### config.mk
export PLATFORM = sky130hd
export DESIGN_NAME = tps_timing
export DESIGN_NICKNAME = d
export VERILOG_FILES = /design/src/pkg/tps_pkg.sv /design/src/verilog/tps_timing.sv
export SDC_FILE = /design/constraint.sdc
export NUM_CORES = 1
export LEC_CHECK = 0
export BUFFER_PORTS_ARGS = -buffer_cell sky130_fd_sc_hd__buf_2
export CAP_MARGIN = 25
export CORE_MARGIN = 2
export CORE_UTILIZATION = 55
export CTS_CLUSTER_DIAMETER = 40
export DETAILED_ROUTE_END_ITERATION = 16
export PLACE_DENSITY = 0.77
export SETUP_SLACK_MARGIN = 0.1
export SLEW_MARGIN = 10
export SYNTH_ARGS = -nofsm -noshare
export SYNTH_HDL_FRONTEND = slang
export SYNTH_SLANG_ARGS = --single-unit
### constraint.sdc
create_clock -name clock -period 4.9 [get_ports clock]
set_input_delay 0.245 -clock clock [delete_from_list [all_inputs] [get_ports clock]]
set_output_delay 0.245 -clock clock [all_outputs]
set_load 0.02 [all_outputs]
### src/pkg/tps_pkg.sv
`default_nettype none
package tps_pkg;
  localparam int DATA_W = 24;
  localparam int DLY_LEN = 16;
  // register byte offsets
  localparam logic [7:0] OFF_CTRL = 8'h00;
  localparam logic [7:0] OFF_LINE = 8'h04;
  localparam logic [7:0] OFF_FRAME = 8'h08;
  localparam logic [7:0] OFF_SIZE = 8'h0C;
  localparam logic [7:0] OFF_POL = 8'h10;
  localparam logic [7:0] OFF_STAT = 8'h14;
  // control register fields
  localparam int CTRL_EN = 0;
  localparam int CTRL_INV = 1;
  localparam int CTRL_DLY_LSB = 4;
  localparam int CTRL_DLY_W = 4;
  localparam int CTRL_DIV_LSB = 8;
  localparam int CTRL_DIV_W = 8;
  // timing register fields: pulse, back porch, front porch
  localparam int PW_LSB = 0;
  localparam int BP_LSB = 8;
  localparam int FP_LSB = 16;
  localparam int FIELD_W = 8;
  // size register fields: width low, height high
  localparam int WID_LSB = 0;
  localparam int HGT_LSB = 16;
  localparam int SIZE_FIELD_W = 16;
  // polarity register: set bit means active low
  localparam int POL_LINE = 0;
  localparam int POL_FRAME = 1;
  // status register fields
  localparam int STAT_LINE_LSB = 0;
  localparam int STAT_DE = 16;
  localparam int STAT_FSYNC = 17;
  localparam int STAT_FCNT_LSB = 24;
  // reset values
  localparam logic [31:0] RST_CTRL = 32'h0000_0000;
  localparam logic [31:0] RST_LINE = 32'h0000_0000;
  localparam logic [31:0] RST_FRAME = 32'h0000_0000;
  localparam logic [31:0] RST_SIZE = 32'h0000_0000;
  localparam logic [1:0] RST_POL = 2'h0;

  typedef struct packed {
    logic pclk;
    logic line_sync;
    logic frame_sync;
    logic data_enable_out;
    logic [DATA_W-1:0] data;
  } tps_panel_t;

  typedef enum logic [1:0] {
    TPS_SYNC,
    TPS_BACK,
    TPS_ACTIVE,
    TPS_FRONT
  } tps_region_t;
endpackage
`default_nettype wire

### src/verilog/tps_timing.sv
// Function
// - line is sync pulse, back porch, active pixel data, front porch
// - line sync width and porches in pixel clocks, one line register
// - frame sync width and porches in whole lines, one frame register
// - active width and height share one active area size register
// - line and frame sync polarity selectable, active-high after reset
// - data enable is always active high, not configurable
// - data, syncs and data enable change on pixel clock rising edge; here they lead the uninverted, undelayed pclk rise by one system clock
// - pixel clock may be inverted and delayed via the control register invert and delay fields
//
// Local design decisions: the APB slave port and the address map.
`default_nettype none
module tps_timing #(
  parameter int PORCH_W = 8,
  parameter int SIZE_W = 12
) (
  input wire logic clock,
  input wire logic rst_b,
  input wire logic psel,
  input wire logic penable,
  input wire logic pwrite,
  input wire logic [7:0] paddr,
  input wire logic [31:0] pwdata,
  output logic [31:0] prdata,
  output logic pready,
  output logic pslverr,
  input wire logic [tps_pkg::DATA_W-1:0] pixel_in,
  output logic pixel_take,
  output tps_pkg::tps_panel_t panel
);
  localparam int CNT_W = SIZE_W + 2;

  // refused at elaboration: fields must fit their register slots
  if (PORCH_W < 1 || PORCH_W > tps_pkg::FIELD_W) begin : g_bad_porch
    $error("PORCH_W out of range");
  end
  if (SIZE_W < 1 || SIZE_W > tps_pkg::SIZE_FIELD_W - 2) begin : g_bad_size
    $error("SIZE_W out of range");
  end

  logic [31:0] ctrl_ff;
  logic [31:0] line_timing_reg_ff;
  logic [31:0] frame_timing_reg_ff;
  logic [31:0] active_area_size_reg_ff;
  logic [1:0] polarity_select_reg_ff;
  logic [31:0] prdata_ff;
  logic pready_ff;
  logic pslverr_ff;
  logic [7:0] frame_cnt_ff;

  logic [CNT_W-1:0] h_cnt_ff;
  logic [CNT_W-1:0] v_cnt_ff;
  logic [tps_pkg::CTRL_DIV_W-1:0] div_cnt_ff;
  logic pclk_raw_ff;
  logic [tps_pkg::DLY_LEN-1:0] dly_ff;
  tps_pkg::tps_panel_t panel_ff;
  logic pixel_take_ff;

  wire logic wr_en = psel & penable & pready_ff & pwrite;
  wire logic setup = psel & ~penable;
  wire logic enable = ctrl_ff[tps_pkg::CTRL_EN];
  wire logic clk_inv = ctrl_ff[tps_pkg::CTRL_INV];
  wire logic [tps_pkg::CTRL_DLY_W-1:0] clk_dly =
    ctrl_ff[tps_pkg::CTRL_DLY_LSB +: tps_pkg::CTRL_DLY_W];
  wire logic [tps_pkg::CTRL_DIV_W-1:0] clk_div =
    ctrl_ff[tps_pkg::CTRL_DIV_LSB +: tps_pkg::CTRL_DIV_W];

  // timing fields widened to counter width
  logic [CNT_W-1:0] l_pw, l_bp, l_fp, f_pw, f_bp, f_fp, act_w, act_h;
  always_comb begin
    l_pw = CNT_W'(line_timing_reg_ff[tps_pkg::PW_LSB +: PORCH_W]);
    l_bp = CNT_W'(line_timing_reg_ff[tps_pkg::BP_LSB +: PORCH_W]);
    l_fp = CNT_W'(line_timing_reg_ff[tps_pkg::FP_LSB +: PORCH_W]);
    f_pw = CNT_W'(
      frame_timing_reg_ff[tps_pkg::PW_LSB +: PORCH_W]);
    f_bp = CNT_W'(frame_timing_reg_ff[tps_pkg::BP_LSB +: PORCH_W]);
    f_fp = CNT_W'(frame_timing_reg_ff[tps_pkg::FP_LSB +: PORCH_W]);
    act_w = CNT_W'(
      active_area_size_reg_ff[tps_pkg::WID_LSB +: SIZE_W]);
    act_h = CNT_W'(active_area_size_reg_ff[tps_pkg::HGT_LSB +: SIZE_W]);
  end

  // apb slave, zero wait states
  always_ff @(posedge clock or negedge rst_b) begin
    if (!rst_b) begin
      pready_ff <= 1'b0;
    end else begin
      pready_ff <= 1'b1;
    end
  end

  always_ff @(posedge clock or negedge rst_b) begin
    if (!rst_b) begin
      ctrl_ff <= tps_pkg::RST_CTRL;
      line_timing_reg_ff <= tps_pkg::RST_LINE;
      frame_timing_reg_ff <= tps_pkg::RST_FRAME;
      active_area_size_reg_ff <= tps_pkg::RST_SIZE;
      polarity_select_reg_ff <= tps_pkg::RST_POL;
    end else if (wr_en) begin
      case (paddr)
        tps_pkg::OFF_CTRL: ctrl_ff <= pwdata;
        tps_pkg::OFF_LINE: line_timing_reg_ff <= pwdata;
        tps_pkg::OFF_FRAME: frame_timing_reg_ff <= pwdata;
        tps_pkg::OFF_SIZE: active_area_size_reg_ff <= pwdata;
        tps_pkg::OFF_POL: polarity_select_reg_ff <= pwdata[1:0];
        default: ;
      endcase
    end
  end

  // read data and error are resolved in the setup cycle
  logic [31:0] rd_val;
  logic rd_hit;
  always_comb begin
    rd_val = 32'h0000_0000;
    rd_hit = 1'b1;
    case (paddr)
      tps_pkg::OFF_CTRL: rd_val = ctrl_ff;
      tps_pkg::OFF_LINE: rd_val = line_timing_reg_ff;
      tps_pkg::OFF_FRAME: rd_val = frame_timing_reg_ff;
      tps_pkg::OFF_SIZE: rd_val = active_area_size_reg_ff;
      tps_pkg::OFF_POL: rd_val = {30'h0000_0000, polarity_select_reg_ff};
      tps_pkg::OFF_STAT: begin
        rd_val[tps_pkg::STAT_LINE_LSB +: CNT_W] = v_cnt_ff;
        rd_val[tps_pkg::STAT_DE] = panel_ff.data_enable_out;
        rd_val[tps_pkg::STAT_FSYNC] = panel_ff.frame_sync ^
          polarity_select_reg_ff[tps_pkg::POL_FRAME];
        rd_val[tps_pkg::STAT_FCNT_LSB +: 8] = frame_cnt_ff;
      end
      default: rd_hit = 1'b0;
    endcase
  end

  always_ff @(posedge clock or negedge rst_b) begin
    if (!rst_b) begin
      prdata_ff <= 32'h0000_0000;
      pslverr_ff <= 1'b0;
    end else if (setup) begin
      prdata_ff <= pwrite ? 32'h0000_0000 : rd_val;
      pslverr_ff <= ~rd_hit;
    end
  end

  // pixel clock divider: half period is clk_div+1 system clocks
  wire logic div_end = (div_cnt_ff >= clk_div);
  wire logic tick = enable & div_end & ~pclk_raw_ff;

  always_ff @(posedge clock or negedge rst_b) begin
    if (!rst_b) begin
      div_cnt_ff <= '0;
      pclk_raw_ff <= 1'b0;
    end else if (!enable) begin
      div_cnt_ff <= '0;
      pclk_raw_ff <= 1'b0;
    end else if (div_end) begin
      div_cnt_ff <= '0;
      pclk_raw_ff <= ~pclk_raw_ff;
    end else begin
      div_cnt_ff <= div_cnt_ff + 1'b1;
    end
  end

  // delay line of the raw pixel clock; tap chosen then optionally inverted
  logic pclk_tap;
  always_comb begin
    if (clk_dly == '0) begin
      pclk_tap = pclk_raw_ff;
    end else begin
      pclk_tap = dly_ff[clk_dly - 1'b1];
    end
  end

  always_ff @(posedge clock or negedge rst_b) begin
    if (!rst_b) begin
      dly_ff <= '0;
    end else begin
      dly_ff <= {dly_ff[tps_pkg::DLY_LEN-2:0], pclk_raw_ff};
    end
  end

  // line and frame counters
  wire logic [CNT_W-1:0] h_total = l_pw + l_bp + act_w + l_fp;
  wire logic [CNT_W-1:0] v_total = f_pw + f_bp + act_h + f_fp;
  wire logic line_end = (h_cnt_ff + 1'b1 >= h_total);
  wire logic frame_end = (v_cnt_ff + 1'b1 >= v_total);

  always_ff @(posedge clock or negedge rst_b) begin
    if (!rst_b) begin
      h_cnt_ff <= '0;
      v_cnt_ff <= '0;
      frame_cnt_ff <= 8'h00;
    end else if (!enable) begin
      h_cnt_ff <= '0;
      v_cnt_ff <= '0;
    end else if (tick) begin
      if (line_end) begin
        h_cnt_ff <= '0;
        if (frame_end) begin
          v_cnt_ff <= '0;
          frame_cnt_ff <= frame_cnt_ff + 8'h01;
        end else begin
          v_cnt_ff <= v_cnt_ff + 1'b1;
        end
      end else begin
        h_cnt_ff <= h_cnt_ff + 1'b1;
      end
    end
  end

  // region decode
  tps_pkg::tps_region_t h_reg, v_reg;
  always_comb begin
    if (h_cnt_ff < l_pw) begin
      h_reg = tps_pkg::TPS_SYNC;
    end else if (h_cnt_ff < l_pw + l_bp) begin
      h_reg = tps_pkg::TPS_BACK;
    end else if (h_cnt_ff < l_pw + l_bp + act_w) begin
      h_reg = tps_pkg::TPS_ACTIVE;
    end else begin
      h_reg = tps_pkg::TPS_FRONT;
    end
    if (v_cnt_ff < f_pw) begin
      v_reg = tps_pkg::TPS_SYNC;
    end else if (v_cnt_ff < f_pw + f_bp) begin
      v_reg = tps_pkg::TPS_BACK;
    end else if (v_cnt_ff < f_pw + f_bp + act_h) begin
      v_reg = tps_pkg::TPS_ACTIVE;
    end else begin
      v_reg = tps_pkg::TPS_FRONT;
    end
  end

  logic active;
  always_comb begin
    case (h_reg)
      tps_pkg::TPS_ACTIVE: active = (v_reg == tps_pkg::TPS_ACTIVE);
      default: active = 1'b0;
    endcase
  end

  // panel outputs; undelayed, uninverted pclk lags data by one system clock for setup margin
  always_ff @(posedge clock or negedge rst_b) begin
    if (!rst_b) begin
      panel_ff <= '0;
      pixel_take_ff <= 1'b0;
    end else begin
      panel_ff.pclk <= pclk_tap ^ clk_inv;
      pixel_take_ff <= tick & active;
      if (!enable) begin
        panel_ff.line_sync <= polarity_select_reg_ff[tps_pkg::POL_LINE];
        panel_ff.frame_sync <= polarity_select_reg_ff[tps_pkg::POL_FRAME];
        panel_ff.data_enable_out <= 1'b0;
        panel_ff.data <= '0;
      end else if (tick) begin
        panel_ff.line_sync <= (h_reg == tps_pkg::TPS_SYNC) ^
          polarity_select_reg_ff[tps_pkg::POL_LINE];
        panel_ff.frame_sync <= (v_reg == tps_pkg::TPS_SYNC) ^
          polarity_select_reg_ff[tps_pkg::POL_FRAME];
        panel_ff.data_enable_out <= active;
        panel_ff.data <= active ? pixel_in : '0;
      end
    end
  end

  assign prdata = prdata_ff;
  assign pready = pready_ff;
  assign pslverr = pslverr_ff;
  assign pixel_take = pixel_take_ff;
  assign panel = panel_ff;
endmodule
`default_nettype wire

==> results by group <==
Run status
  • Outcome: finished with violations
  • Failing checks: setup timing

Worst setup path
  • Worst Path Class, Setup: flop to flop
  • Arrival @ worst endpoint: 5890 ps
  • Slowest CP cell: o311a_4
  • R2r endpoint: v_cnt_ff[1]
  • Cell mode on critical path: ha_4
  • Cell family with most CP delay: compound AO/OA/AOI/OAI gates
  • Worst setup EP type: flop
  • R2R cell count: 28
  • Delay of the slowest critical-path stage: 390 ps
  • WP buf/inv: 2
  • Critical-path maximum fanout: 6
  • Critical Path RT: 5310 ps
  • Worst setup SP type: flop
  • Register-to-register setup slack: -580 ps
  • Worst r2r src: line_timing_reg_ff[0]

Die
  • Core area: 0.0279 sq mm
  • Die extent in x: 173 um
  • Site Rows: 61
  • Area of the die: 0.0300 sq mm
  • Chip height: 173 um
  • IO Count: 132
  • Initial core utilization: 0.563

Layout
  • Finished Cell Area: 0.0207 sq mm
  • Layout cells sized above 1: 0.365
  • N_diodes: 0
  • Multi-input logic area: 0.00939 sq mm
  • Number of fill cells: 1802
  • Register area: 0.00636 sq mm
  • Layout Area Growth over Synthesis: 31.3%
  • Nets@finish: 2017

Worst hold path
  • HP Start: pwdata[18]
  • Hold Path End: frame_timing_reg_ff[18]
  • Worst hold path class: input pin to flop
  • Hold depth: 2

CTS
  • Worst-path clk slew: 60 ps
  • Clock Sink Count: 254
  • TritonCTS buffer count: 39
  • Worst-Skew Late Latency: 530 ps
  • Clk buf depth: 3
  • CTS tree: done
  • H-tree Lvls: 2
  • Clock Tree Root: clkbuf_16

Power
  • PD cells: 297 mW/mm^2
  • Switching power: 1660 uW
  • Pint: 4470 uW
  • Leak Pwr: 0.0103 uW
  • Sw frac: 0.271
  • Total Power: 6130 uW
  • Power share of the clock group: 0.493
  • Max VDD drop: 0.274 mV
  • Comb power frac: 0.130
  • Reg power frac: 0.377

STA
  • Final worst-path cycle share: 1.12
  • Total negative setup slack: -23740 ps
  • Max-slew violations: 0
  • Max Freq: 183 MHz
  • Final WS setup: -579 ps
  • Unrepaired setup endpoints after global routing: yes
  • Slew HR: 0.279
  • Tightest Pin Transition: 1080 ps
  • Fin. Hold Viols: 0
  • Final setup vio count: 62
  • Min cycle time layout: 5480 ps
  • Clock Skews: 23.5 ps

Detailed routing
  • First-pass iteration count of the detailed router: 5
  • Top routing layer in use: met4
  • First DRT Iteration DRCs: 990
  • Antenna Nets Post-Route: 0
  • DR vias: 13400
  • Vias/cell: 6.11
  • Met2 WL: 22700 um
  • Post-Route WL: 47700 um
  • DRC: 0
  • Met1 WL: 18900 um
  • DR WL met3: 3910 um
  • Avg WL per Cell: 21.7 um

Yosys
  • Ys async rst share: 1.00
  • Yosys Warn Count: 0
  • Commonest cells post-synth: dfrtp_1, ha_1, mux2_2
  • Avg Cell Area, Syn: 10.9 sq um
  • Most frequent cell after synthesis: dfrtp_1
  • Top cells by area, synth: dfrtp_1, ha_1, mux2_2
  • Dominant cell type by area after synthesis: dfrtp_1
  • Cell Area, Synth: 0.0157 sq mm
  • Post-Synthesis Cells: 1448
  • Sequential share of the synthesized area: 0.404
  • Synth cell types: 74
  • Top_reg_cell synth: dfrtp_1
  • Top cell type's share of synthesized area: 0.404
  • FF+latch count, synth: 254
  • Number of synthesized flops with an enable pin: 0

Place
  • Pre-CTS setup slack: -599 ps
  • Port bufs: 131
  • Placer Congestion: 0.920
  • Dpl hpwl: 32200 um
  • Post-DP Area: 0.0178 sq mm

Global route
  • Vias in the first global route: 13900
  • Pin count of the biggest net entering global routing: 112
  • First-pass GRT wire length: 74600 um
  • Total GRT Usage: 0.315
  • Initial antenna violation count: 1
  • Grt total ovfl: 0

Job
  • Maxcap violations: 0
==> worst reg2reg max path, delay by kind of cell, from the launching register on <==
kind	cells	cell delay, ps
AO/OA/AOI/OAI	12	2210
adder cells (fa/ha/maj)	5	1210
AND/OR/NAND/NOR	7	960
flip-flops	1	380
buffers and inverters	2	330
XOR/XNOR	2	240
==> metrics by stage <==
stage | instances | hold slack [ps] | util
6_report | 2200 | 13.8 | 0.739
5_1_grt | 2200 | 7.61 | 0.739
4_1_cts | 2187 | 0.298 | 0.727
3_5_place_dp | 2045 | 357 | 0.639
3_3_place_gp | 2045 | 353 | 0.639
2_1_floorplan | 1450 | -50.6 | -
==> power by group through the flow <==
stage	Sequential, uW	Clock [uW]	Combinational [uW]
floorplan	2390	0	364
global placement	2330	0	681
detailed placement	2340	0	700
CTS	2300	3060	762
global route	2320	3160	876
finish	2310	3020	800
==> placed cells by master (no fill, tap or decap), types with 23 or more instances in the layout <==
| master | netlist | final |
|---|---|---|
| dfrtp_1 | 254 | 254 |
| buf_4 | 0 | 166 |
| ha_1 | 150 | 141 |
| mux2_2 | 132 | 130 |
| buf_2 | 19 | 130 |
| nand2_1 | 95 | 90 |
| inv_1 | 81 | 80 |
| o21ai_0 | 69 | 55 |
| nand3_1 | 57 | 49 |
| dlygate4sd3_1 | 0 | 46 |
| nor2_1 | 47 | 45 |
| xnor2_1 | 54 | 44 |
| clkbuf_16 | 0 | 43 |
| a21oi_1 | 59 | 39 |
| xor2_1 | 37 | 33 |
| a21o_1 | 31 | 31 |
| mux4_2 | 27 | 27 |
| nand2b_1 | 29 | 26 |
| nand4_1 | 23 | 23 |
| o21ai_2 | 19 | 23 |
==> sequential cells by signal, summed over array words and instances (netlist names), 8 cells and up <==
name / count
frame_timing_reg_ff: 32
frame_cnt_ff: 8
panel: 28
active_area_size_reg_ff: 32
dly_ff: 16
div_cnt_ff: 8
line_timing_reg_ff: 32
h_cnt_ff: 14
ctrl_ff: 32
v_cnt_ff: 14
prdata: 32
==> cells by family (layout without fill, tap and decap cells) <==
family	count (synthesis)	after routing	share of synthesized area
compound gates	312	312	0.137
xor+xnor	91	91	0.0507
fa+ha+maj	156	156	0.127
buf+inv	143	515	0.0371
flops	254	254	0.404
mux	172	172	0.141
other cells	1	3	0.000238
simple gates	319	319	0.102
==> layer usage <==
| layer | vias up | global-route usage |
|---|---|---|
| li1 | 5971 | - |
| met1 | 6678 | 0.392 |
| met2 | 620 | 0.523 |
| met3 | 174 | 0.0686 |
| met4 | 0 | 0.149 |
| met5 | - | 0 |
==> worst max path at each step <==
stage                          startpoint           to  slack [ps]  cells past startpoint
global route        line_timing_reg_ff[0]  v_cnt_ff[1]        -820                     28
CTS                 line_timing_reg_ff[0]  v_cnt_ff[1]        -550                     28
finish              line_timing_reg_ff[0]  v_cnt_ff[1]        -580                     28
floorplan           line_timing_reg_ff[0]  v_cnt_ff[1]        -170                     28
detailed placement  line_timing_reg_ff[0]  v_cnt_ff[1]        -600                     28
global placement    line_timing_reg_ff[0]  v_cnt_ff[0]        -450                     26
==> what timing repair did <==
action	4_1_cts	5_1_grt
hold buffers	46	0
endpoints found under the setup margin	62	62
pin swaps	32	61
buffers inserted	21	12
gates resized for setup	53	67
gates cloned	4	2
hold endpoints to repair	191	0
==> final cells by class <==
cell class | instances | area share
Sequential cell | 254 | 0.308
Clock buffer | 43 | 0.0500
Multi-Input combinational cell | 1053 | 0.455
Clock inverter | 28 | 0.0194
Tap cell | 378 | 0.0229
Inverter | 81 | 0.0147
Timing Repair Buffer | 363 | 0.131
Power figures use the tool's default switching activity.
